<file path="src/include/dic_pkg.sv">
// How it works
// - a level change is taken only after it persists for the filter time
// - every input has its own filter time in ms, 5 ms after reset
// - the time stamp is the moment the new level first appeared
// - reported status is control voltage xor the invert bit, invert resets to 0
// - mode code 1 is plain input, code 2 is pulse counter, default 1
// - in plain input mode the tally does not count, but clear and load still act on it
// - counter mode adds one per filtered rising edge, 0 to 2147483647
// - the software-visible tally is refreshed every 500 ms
// - counting keeps up with pulses from 0 to 100 Hz
// - each counter has a start value, default 0, moved only on load
// - trigger 1 loads only start values rewritten since the last load
// - trigger 2 loads every start value
// - trigger 0 clears every tally at once
// - more changes per second than the level blocks the input, with an event
// - a blocked input keeps the state it had before blocking
// - fewer changes than level minus margin releases it, with an event
// - time stamps are accurate to within one millisecond
// - the invalid flag reads 1 while blocked, 0 while operative
package dic_pkg;
   localparam int CLK_HZ = 40_000_000;
   localparam int TICK_MS = 1;
   localparam int MS_CYCLES = CLK_HZ / 1000 * TICK_MS;
   localparam int WIN_MS = 1000;
   localparam int REFRESH_MS = 500;
   localparam logic [15:0] FILT_DEF_MS = 16'h0005;
   localparam logic [7:0] OSC_LEVEL_DEF = 8'h32;
   localparam logic [7:0] OSC_HYST_DEF = 8'h0A;
   localparam logic [30:0] TALLY_MAX = 31'h7FFFFFFF;
   localparam logic [9:0] CHG_MAX = 10'h3FF;
   localparam logic [1:0] MODE_INPUT = 2'h1;
   localparam logic [1:0] MODE_COUNT = 2'h2;
   localparam logic [1:0] TRIG_CLEAR = 2'h0;
   localparam logic [1:0] TRIG_UPDATED = 2'h1;
   localparam logic [1:0] TRIG_ALL = 2'h2;
   // global registers, byte addresses
   localparam logic [11:0] REG_TRIGGER = 12'h000;
   localparam logic [11:0] REG_OSC_LEVEL = 12'h004;
   localparam logic [11:0] REG_OSC_HYST = 12'h008;
   localparam logic [11:0] REG_TIME = 12'h00C;
   localparam logic [11:0] REG_EVENT = 12'h010;
   localparam logic [11:0] REG_LIVE = 12'h014;
   // per-input block: address bit 10 set, index in bits 9..5, word in 4..2
   localparam int PER_SEL_BIT = 10;
   localparam int IDX_MSB = 9;
   localparam int IDX_LSB = 5;
   localparam int OFF_MSB = 4;
   localparam int OFF_LSB = 2;
   localparam logic [2:0] OFF_FILTER = 3'h0;
   localparam logic [2:0] OFF_CFG = 3'h1;
   localparam logic [2:0] OFF_STATUS = 3'h2;
   localparam logic [2:0] OFF_STAMP = 3'h3;
   localparam logic [2:0] OFF_PRESET = 3'h4;
   localparam logic [2:0] OFF_COUNT = 3'h5;
   localparam int CFG_INV_BIT = 0;
   localparam int CFG_MODE_LSB = 1;
   localparam int CFG_MODE_MSB = 2;
endpackage

</file>
<file path="src/hw/dic_top.sv">
module dic_top #(
   parameter int N_IN = 8,
   parameter logic [31:0] CNT_MASK = 32'hFFFFFFFF,
   parameter int MS_CYCLES = dic_pkg::MS_CYCLES
) (
   input wire logic clk_sys,
   input wire logic rstn,
   input wire logic [N_IN-1:0] field_in,
   input wire logic [11:0] avs_address,
   input wire logic avs_read,
   input wire logic avs_write,
   input wire logic [31:0] avs_writedata,
   output logic [31:0] avs_readdata,
   output logic avs_waitrequest,
   output logic [N_IN-1:0] din_status,
   output logic [N_IN-1:0] line_invalid_flag,
   output logic [N_IN-1:0] osc_event
);
   localparam int DIVW = $clog2(MS_CYCLES + 1);
   localparam logic [DIVW-1:0] DIV_LAST = DIVW'(MS_CYCLES - 1);
   localparam logic [9:0] WIN_LAST = 10'(dic_pkg::WIN_MS - 1);
   localparam logic [9:0] REF_LAST = 10'(dic_pkg::REFRESH_MS - 1);

   // millisecond time base
   logic [DIVW-1:0] div_r;
   logic tick_r;
   logic [31:0] now_ms_r;
   logic [9:0] win_r;
   logic [9:0] ref_r;
   wire div_wrap = (div_r == DIV_LAST);
   wire win_end = tick_r && (win_r == WIN_LAST);
   wire ref_end = tick_r && (ref_r == REF_LAST);

   always_ff @(posedge clk_sys or negedge rstn) begin
      if (!rstn) begin
         div_r <= '0;
         tick_r <= 1'b0;
      end else begin
         div_r <= div_wrap ? '0 : div_r + DIVW'(1);
         tick_r <= div_wrap;
      end
   end

   always_ff @(posedge clk_sys or negedge rstn) begin
      if (!rstn) begin
         now_ms_r <= '0;
         win_r <= '0;
         ref_r <= '0;
      end else if (tick_r) begin
         now_ms_r <= now_ms_r + 32'h1;
         win_r <= (win_r == WIN_LAST) ? 10'h0 : win_r + 10'h1;
         ref_r <= (ref_r == REF_LAST) ? 10'h0 : ref_r + 10'h1;
      end
   end

   // bus slave: one wait state, then data and waitrequest low together
   logic wait_r;
   logic [31:0] rdata_r;
   wire wr_go = avs_write && !wait_r;
   wire per_acc = avs_address[dic_pkg::PER_SEL_BIT];
   wire [4:0] idx = avs_address[dic_pkg::IDX_MSB:dic_pkg::IDX_LSB];
   wire [2:0] off = avs_address[dic_pkg::OFF_MSB:dic_pkg::OFF_LSB];
   wire idx_ok = (32'(idx) < N_IN);
   wire glob_wr = wr_go && !per_acc;
   wire trig_wr = glob_wr && (avs_address == dic_pkg::REG_TRIGGER);
   wire [1:0] trig_val = avs_writedata[1:0];
   wire trig_ok = trig_wr && (avs_writedata[31:2] == 30'h0);
   wire do_clear = trig_ok && (trig_val == dic_pkg::TRIG_CLEAR);
   wire do_upd = trig_ok && (trig_val == dic_pkg::TRIG_UPDATED);
   wire do_all = trig_ok && (trig_val == dic_pkg::TRIG_ALL);

   always_ff @(posedge clk_sys or negedge rstn) begin
      if (!rstn) begin
         wait_r <= 1'b1;
      end else begin
         wait_r <= !((avs_read || avs_write) && wait_r);
      end
   end

   // global configuration and chatter events
   logic [7:0] osc_level_r;
   logic [7:0] osc_hyst_r;
   logic [N_IN-1:0] evt_r;
   logic [N_IN-1:0] evt_set;
   wire evt_wr = glob_wr && (avs_address == dic_pkg::REG_EVENT);
   wire [N_IN-1:0] evt_clr = evt_wr ? avs_writedata[N_IN-1:0] : '0;
   // a new event beats a clear in the same cycle
   wire [N_IN-1:0] evt_nxt = (evt_r & ~evt_clr) | evt_set;

   always_ff @(posedge clk_sys or negedge rstn) begin
      if (!rstn) begin
         osc_level_r <= dic_pkg::OSC_LEVEL_DEF;
         osc_hyst_r <= dic_pkg::OSC_HYST_DEF;
         evt_r <= '0;
      end else begin
         if (glob_wr && (avs_address == dic_pkg::REG_OSC_LEVEL))
            osc_level_r <= avs_writedata[7:0];
         if (glob_wr && (avs_address == dic_pkg::REG_OSC_HYST))
            osc_hyst_r <= avs_writedata[7:0];
         evt_r <= evt_nxt;
      end
   end

   // per-input state
   logic [15:0] filt_r [N_IN];
   logic inv_r [N_IN];
   logic [1:0] mode_r [N_IN];
   logic lvl_r [N_IN];
   logic pend_r [N_IN];
   logic [15:0] fcnt_r [N_IN];
   logic [31:0] start_r [N_IN];
   logic stat_r [N_IN];
   logic [31:0] stamp_r [N_IN];
   logic blk_r [N_IN];
   logic [9:0] chg_r [N_IN];
   logic [30:0] tally_r [N_IN];
   logic [30:0] shown_r [N_IN];
   logic [30:0] preset_r [N_IN];
   logic dirty_r [N_IN];
   logic pulse_r [N_IN];
   logic [N_IN-1:0] live;
   logic [31:0] per_word [N_IN][8];

   genvar gi;
   generate
      for (gi = 0; gi < N_IN; gi++) begin : g_in
         wire pwr = wr_go && per_acc && (32'(idx) == gi);
         wire differs = (field_in[gi] != lvl_r[gi]);
         wire [16:0] fnext = {1'b0, fcnt_r[gi]} + 17'h1;
         // filter expiry on a tick, counted from when the change began
         wire accept = pend_r[gi] && differs && tick_r && (fnext >= {1'b0, filt_r[gi]});
         wire rise = accept && (field_in[gi] ^ inv_r[gi]);
         wire [10:0] chg_tot = {1'b0, chg_r[gi]} + {10'h0, accept};
         wire over = (chg_tot > {3'h0, osc_level_r});
         // margin added on the left so a bad margin cannot wrap around
         wire under = ((chg_tot + {3'h0, osc_hyst_r}) < {3'h0, osc_level_r});
         wire go_blk = win_end && !blk_r[gi] && over;
         wire go_free = win_end && blk_r[gi] && under;
         wire can_cnt = CNT_MASK[gi];
         wire [1:0] mode_w = avs_writedata[dic_pkg::CFG_MODE_MSB:dic_pkg::CFG_MODE_LSB];
         wire mode_ok = (mode_w == dic_pkg::MODE_INPUT) ||
                        ((mode_w == dic_pkg::MODE_COUNT) && can_cnt);
         wire load = do_all || (do_upd && dirty_r[gi]);

         assign evt_set[gi] = go_blk || go_free;
         assign live[gi] = stat_r[gi];
         assign din_status[gi] = stat_r[gi];
         assign line_invalid_flag[gi] = blk_r[gi];
         assign osc_event[gi] = pulse_r[gi];
         assign per_word[gi][dic_pkg::OFF_FILTER] = {16'h0, filt_r[gi]};
         assign per_word[gi][dic_pkg::OFF_CFG] = {29'h0, mode_r[gi], inv_r[gi]};
         assign per_word[gi][dic_pkg::OFF_STATUS] = {30'h0, blk_r[gi], stat_r[gi]};
         assign per_word[gi][dic_pkg::OFF_STAMP] = stamp_r[gi];
         assign per_word[gi][dic_pkg::OFF_PRESET] = {1'b0, preset_r[gi]};
         assign per_word[gi][dic_pkg::OFF_COUNT] = {1'b0, shown_r[gi]};
         assign per_word[gi][6] = 32'h0;
         assign per_word[gi][7] = 32'h0;

         always_ff @(posedge clk_sys or negedge rstn) begin
            if (!rstn) begin
               filt_r[gi] <= dic_pkg::FILT_DEF_MS;
               inv_r[gi] <= 1'b0;
               mode_r[gi] <= dic_pkg::MODE_INPUT;
               preset_r[gi] <= '0;
               dirty_r[gi] <= 1'b0;
            end else begin
               if (pwr && (off == dic_pkg::OFF_FILTER))
                  filt_r[gi] <= avs_writedata[15:0];
               if (pwr && (off == dic_pkg::OFF_CFG)) begin
                  inv_r[gi] <= avs_writedata[dic_pkg::CFG_INV_BIT];
                  if (mode_ok)
                     mode_r[gi] <= mode_w;
               end
               if (pwr && (off == dic_pkg::OFF_PRESET)) begin
                  preset_r[gi] <= avs_writedata[30:0];
                  dirty_r[gi] <= 1'b1;
               end else if (load) begin
                  dirty_r[gi] <= 1'b0;
               end
            end
         end

         always_ff @(posedge clk_sys or negedge rstn) begin
            if (!rstn) begin
               lvl_r[gi] <= 1'b0;
               pend_r[gi] <= 1'b0;
               fcnt_r[gi] <= '0;
               start_r[gi] <= '0;
            end else if (!differs) begin
               pend_r[gi] <= 1'b0;
               fcnt_r[gi] <= '0;
            end else if (!pend_r[gi]) begin
               pend_r[gi] <= 1'b1;
               start_r[gi] <= now_ms_r;
               fcnt_r[gi] <= '0;
            end else if (accept) begin
               lvl_r[gi] <= field_in[gi];
               pend_r[gi] <= 1'b0;
            end else if (tick_r) begin
               fcnt_r[gi] <= fnext[15:0];
            end
         end

         always_ff @(posedge clk_sys or negedge rstn) begin
            if (!rstn) begin
               stat_r[gi] <= 1'b0;
               stamp_r[gi] <= '0;
               blk_r[gi] <= 1'b0;
               chg_r[gi] <= '0;
               pulse_r[gi] <= 1'b0;
            end else begin
               if (!blk_r[gi])
                  stat_r[gi] <= lvl_r[gi] ^ inv_r[gi];
               if (accept && !blk_r[gi])
                  stamp_r[gi] <= start_r[gi];
               if (win_end)
                  chg_r[gi] <= '0;
               else if (accept && (chg_r[gi] != dic_pkg::CHG_MAX))
                  chg_r[gi] <= chg_tot[9:0];
               if (go_blk)
                  blk_r[gi] <= 1'b1;
               else if (go_free)
                  blk_r[gi] <= 1'b0;
               pulse_r[gi] <= go_blk || go_free;
            end
         end

         always_ff @(posedge clk_sys or negedge rstn) begin
            if (!rstn) begin
               tally_r[gi] <= '0;
               shown_r[gi] <= '0;
            end else begin
               if (do_clear)
                  tally_r[gi] <= '0;
               else if (load)
                  tally_r[gi] <= preset_r[gi];
               else if ((mode_r[gi] == dic_pkg::MODE_COUNT) && rise &&
                        (tally_r[gi] != dic_pkg::TALLY_MAX))
                  tally_r[gi] <= tally_r[gi] + 31'h1;
               if (ref_end)
                  shown_r[gi] <= tally_r[gi];
            end
         end
      end
   endgenerate

   // read decode
   // index cut to the array's own width; idx_ok turns out-of-range picks into zero
   localparam int IDXW = (N_IN > 1) ? $clog2(N_IN) : 1;
   wire [31:0] per_rd = idx_ok ? per_word[idx[IDXW-1:0]][off] : 32'h0;
   wire [31:0] glob_rd =
      (avs_address == dic_pkg::REG_OSC_LEVEL) ? {24'h0, osc_level_r} :
      (avs_address == dic_pkg::REG_OSC_HYST) ? {24'h0, osc_hyst_r} :
      (avs_address == dic_pkg::REG_TIME) ? now_ms_r :
      (avs_address == dic_pkg::REG_EVENT) ? 32'(evt_r) :
      (avs_address == dic_pkg::REG_LIVE) ? 32'(live) : 32'h0;
   wire [31:0] rd_mux = per_acc ? per_rd : glob_rd;

   always_ff @(posedge clk_sys or negedge rstn) begin
      if (!rstn)
         rdata_r <= '0;
      else if (avs_read && wait_r)
         rdata_r <= rd_mux;
   end

   assign avs_readdata = rdata_r;
   assign avs_waitrequest = wait_r;
endmodule

</file>
<file path="config.mk">
export PLATFORM = sky130hd
export DESIGN_NAME = dic_top
export DESIGN_NICKNAME = d
export VERILOG_FILES = /design/src/include/dic_pkg.sv /design/src/hw/dic_top.sv
export SDC_FILE = /design/constraint.sdc
export NUM_CORES = 2
export LEC_CHECK = 0
export CORE_MARGIN = 10
export CORE_UTILIZATION = 60
export CTS_CLUSTER_SIZE = 16
export DETAILED_ROUTE_END_ITERATION = 10
export DONT_BUFFER_PORTS = 1
export HOLD_SLACK_MARGIN = 0.15
export PLACE_DENSITY = 0.82
export SLEW_MARGIN = 20
export SYNTH_ARGS = -nofsm -noshare
export SYNTH_HDL_FRONTEND = slang
export SYNTH_SLANG_ARGS = --single-unit
</file>
<file path="constraint.sdc">
create_clock -name clk_sys -period 8.4 [get_ports clk_sys]
set_input_delay 0.42 -clock clk_sys [delete_from_list [all_inputs] [get_ports clk_sys]]
set_output_delay 0.42 -clock clk_sys [all_outputs]
set_load 0.02 [all_outputs]
</file>
# Word level (Yosys, flattened, before mapping)
# Index checks and enable logic that the tools add are counted.
# totals
rom_bits	0
mem_count	0
word_cells	693
mem_bits_rw	0
latch_bits	0
in_bits	56
regBits	1790
# classes
mul	0
n_addsub	36
n_lt_le_gt_ge	27
n_bitwise	29
reduce_logical	249
n_shift	0
n_eq_ne	69
muxes	145
n_div	0
# ops
cell	n
binary-select mux 256 bit (select 3 bit)	1
2-to-1 mux 31 bit	24
2-to-1 mux 16 bit	33
2-to-1 mux 256 bit	2
adder 31 x 1 -> 31 bit (second input constant)	8
inequality test 31 bit (second input constant)	8
2-to-1 mux 32 bit	7
2-to-1 mux 10 bit	18
logical AND 1 bit	151
adder 16 x 1 -> 17 bit (second input constant)	8
>= comparator 17 x 16 -> 1 bit	8
binary-select mux 32 bit (select 3 bit)	1
adder 10 x 1 -> 11 bit	8
adder 11 x 8 -> 11 bit	8
> comparator 11 x 8 -> 1 bit	8
less-than comparator 11 x 8 -> 1 bit	8
inequality test 10 bit (second input constant)	8
2-to-1 mux 1 bit	56
inequality test 3 bit (second input constant)	16
AND reduction 2 bit	24
nonzero test 2 bit	24
adder 32 x 1 -> 32 bit (second input constant)	1
zero test 30 bit	1
== test 12 x 4 -> 1 bit (second input constant)	2
other kinds (32)	122

# Depth between registers and ports, before layout
# logic_depth
depth_word	10
depth_mapped	32

# Worst setup path before layout
# Ideal clock, no wire load.
# synth_path
kind	register -> register
startpoint	register fcnt_r[16] (netlist name)
endpoint	register blk_r, in the netlist line_invalid_flag[6]
setup_slack_ns	2.274
arrival_ns	6.006
path_stages_with_launch	32
t_required_ns	8.281
path_cell_list	dfrtp_1 > ha_1 > nand3_1 > nor2_2 > nand3_1 > inv_1 > nand3_1 > nor2_1 > xor2_1 > ha_1 > a21o_1 > a211o_1 > a211oi_1 > a21oi_1 > o21ai_1 > clkbuf_1 > inv_1 > ha_1 > ha_1 > nand2_1 > nor2_1 > xor2_1 > ha_1 > or3_1 > a211oi_1 > nand2b_1 > xnor2_1 > ha_1 > nor2b_1 > nor4b_1 > o2111ai_1 > a21bo_2
# synth_via
elab_chain_len	8
# synth_lines
element	line_no	text
start, declared	dic_top.sv:110	logic [15:0] fcnt_r [N_IN];
start signal, assigned by index	dic_top.sv:200	fcnt_r[gi] <= fnext[15:0];
adder 16 x 1 -> 17 bit *	dic_top.sv:129	wire [16:0] fnext = {1'b0, fcnt_r[gi]} + 17'h1;
>= comparator 17 x 16 -> 1 bit *	dic_top.sv:131	wire accept = pend_r[gi] && differs && tick_r && (fnext >= {1'b0, filt_r[gi]});
logical AND 1 bit *	dic_top.sv:131	
adder 10 x 1 -> 11 bit *	dic_top.sv:133	wire [10:0] chg_tot = {1'b0, chg_r[gi]} + {10'h0, accept};
adder 11 x 8 -> 11 bit	dic_top.sv:136	wire under = ((chg_tot + {3'h0, osc_hyst_r}) < {3'h0, osc_level_r});
less-than comparator 11 x 8 -> 1 bit	dic_top.sv:136	
logical AND 1 bit	dic_top.sv:138	wire go_free = win_end && blk_r[gi] && under;
nonzero test 2 bit (no line)	n/a	
end signal, assigned by index	dic_top.sv:208	blk_r[gi] <= 1'b0;
end signal, assigned by index	dic_top.sv:221	blk_r[gi] <= 1'b1;
end signal, assigned by index	dic_top.sv:223	blk_r[gi] <= 1'b0;
end, declared	dic_top.sv:114	logic blk_r [N_IN];
# Mark *: on every way between the ends. The rest lies on a longest branch, timed or not.
# A chain may end at the register's enable or synchronous reset.

# Worst setup path in the final report
# Same ends and word-level chain as after synthesis.

==> reports/metrics.yaml <==
crit_slowest_cell: "o21ai_1"
cts_tree: "done"
power_frac_comb: 0.035
cp_max_fo: 5
syn_area_mm2: 0.0950
ys_ff_latch: 1790
drc: 0
cts_made_buffers: 179
fin_nets: 8644
cts.clk_slew.worst_paths_ps: 60
synth_nets: 8761
drt-pass1-iter-count: 6
clk_latency_ps: 850
fp-row-count: 145
fp.dieH_um: 418
max_stage_delay_ps: 720
postSynthCellCount: 8333
drv_slew: 0
area_growth_pct: 9.24
cts_buffer_depth: 3
yosys-top-cells-count: "dfrtp_1 (1760), mux2_2 (1063), nand2_1 (662), nor2_1 (513), o21ai_0 (430)"
pwr-share-seq: 0.493
grt_max_degree: 239
required_ps: 9120
wire_per_inst_um: 28.6
ys.flop_type: "dfrtp_1"
clkSinkCount: 1790
grt_use_total: 0.336
vias: 71100
hold_end: "filt_r[13]"
reg2reg_depth: 30
overflow: 0
p_sw_mw: 4.02
clock.fmax_ghz: 0.142
sw_frac_of_total: 0.228
grt_pass1_vias: 71300
drive_gt1_frac: 0.230
antenna_found_initial: 25
avgViaCountPerCell: 6.80
dp_hpwl_um: 190000
rsz0062_at_grt: "false"
worstSetupStartpointType: "flop"
hold_class: "input port to flop"
peakVddDrop_mv: 0.218
start_util: 0.606
worstPathArrival_ps: 7770
fin_setup_tns_ps: 0
power.density_cell_area_mw_per_mm2: 170
pwr-share-clk: 0.472
die_width_um: 418
min_period_over_period: 0.839
finalInstanceArea_mm2: 0.104
setup.reg_to_reg.worst_slack_ps: 1350
synth-edff-count: 0
whs_path_depth: 3
drv_cap: 0
post_cts_buffers: 0
status: "complete, no violations"
worstMarginPinSlew_ps: 1330
grt_pass1_wl_um: 447000
pin_count: 113
intPower_mw: 13.6
synth_cell_type_count: 105
ys_top_cells_by_area: "dfrtp_1 (46%), mux2_2 (13%), mux4_2 (6.3%)"
total_power_mw: 17.6
async_reset_ff_frac: 1.00
rr_startpoint: "fcnt_r[16]"
worstReg2RegEnd: "line_invalid_flag[6]"
synth_top_area_cell: "dfrtp_1"
setup_viol: 0
cpMostUsedCell: "ha_1"
antenna_left: 0
gp_congestion: 0.977
yosys_warnings: 0
synth.most_common_cell: "dfrtp_1"
htreeDepth: 4
root_buffer: "clkbuf_16"
ys_seq_area_frac: 0.472
io_buffer_count: 0
min_period_ps: 7050
nFillCells: 11000
slew_headroom: 0.108
placed_cell_area_mm2: 0.0967
finalHoldViolations: 0
die_area_mm2: 0.175
drt-total-wl_um: 299000
critPathKind: "flop to flop"
p_leak_nw: 49.0
skew_ps: 39.9
coreArea_mm2: 0.157
worstSetupEndpointType: "flop"
min_from: "avs_writedata[13]"
drt_iter0_markers: 9507
synth_top_area_share: 0.464
syn_area_per_cell_um2: 11.4
how the worst max path moves through the flow:
stage	start	end	slack, ps	cells past startpoint
6_report	fcnt_r[16]	line_invalid_flag[6]	1350	30
3_3_place_gp	fcnt_r[96]	line_invalid_flag[1]	1580	29
3_5_place_dp	fcnt_r[16]	line_invalid_flag[6]	1440	30
2_1_floorplan	fcnt_r[16]	line_invalid_flag[6]	2270	31
4_1_cts	fcnt_r[16]	line_invalid_flag[6]	1400	30
5_1_grt	fcnt_r[16]	line_invalid_flag[6]	820	30
flip-flops by register name (all words and copies together), names as in the netlist, 10 cells and up:
register and count:
ref_r 10, mode_r 16, now_ms_r 32, start_r 256
chg_r 80, filt_r 128, avs_readdata 32, fcnt_r 128
per_word 752, win_r 10, div_r 16, tally_r 248
critical path: cells and delay by family, from the launching register on:
| kind | cells | cell delay [ps] |
|---|---|---|
| fa+ha+maj | 6 | 1500 |
| xor+xnor | 3 | 470 |
| buf+inv | 2 | 190 |
| simple gates | 11 | 1980 |
| compound gates | 8 | 2350 |
| flops | 1 | 430 |
layout by cell type (no fill, tap or decap), types with 183 or more instances in the layout:
cell / synthesis / final
nand2_1: 662 / 660
inv_1: 222 / 222
nor2_1: 513 / 495
mux4_2: 264 / 264
a21oi_1: 420 / 418
xnor2_1: 361 / 361
nand3_1: 255 / 250
o21ai_0: 430 / 429
xor2_1: 300 / 300
ha_1: 364 / 364
clkbuf_16: 0 / 183
mux2_2: 1063 / 1063
dfrtp_1: 1760 / 1759
kinds of logic after synthesis:
logic type | after synthesis | synth area share
adder cells (fa/ha/maj) | 372 | 0.0496
buffers and inverters | 702 | 0.0315
AO/OA/AOI/OAI | 1205 | 0.0749
AND/OR/NAND/NOR | 2197 | 0.112
multiplexers | 1406 | 0.199
flip-flops | 1790 | 0.472
XOR/XNOR | 661 | 0.0609
stage by stage:
stage / hold WS [ps] / utilization / setup slack (ps) / std cells
floorplan: 124 / - / 2270 / 8333
global placement: 137 / 0.617 / 1580 / 10000
detailed placement: 138 / 0.617 / 1440 / 10000
CTS: 154 / 0.661 / 1400 / 10400
global route: 172 / 0.662 / 822 / 10400
finish: 137 / 0.662 / 1350 / 10400
layer usage:
layer,up-vias,global-route usage,part of all wire
li1,29600,-,-
met1,35800,0.420,0.36
met2,4453,0.500,0.44
met3,1230,0.0987,0.12
met4,4,0.239,0.083
met5,-,0,0.000084
power groups by stage:
stage / sequential [mW] / combinational, mW / clock, mW
global route: 8.70 / 0.647 / 8.68
CTS: 8.70 / 0.601 / 8.32
global placement: 8.85 / 0.479 / 0
finish: 8.70 / 0.614 / 8.32
detailed placement: 8.86 / 0.490 / 0
floorplan: 8.84 / 0.295 / 0
layout make-up:
class,count,area (um2),area share
Clock buffer,258,5310,0.0512
Antenna cell,30,75.1,0.000723
Clock inverter,64,758,0.00731
Multi-Input combinational cell,5841,47500,0.458
Tap cell,2058,2570,0.0248
Sequential cell,1790,44800,0.432
Inverter,224,843,0.00813
Timing Repair Buffer,180,1890,0.0183
repair_timing:
action | 4_1_cts | 5_1_grt
gates resized for setup | 0 | 0
endpoints found under the hold margin | 1034 | 2
hold buffers | 68 | 1
Note: power is estimated with default switching activity, not from simulation.
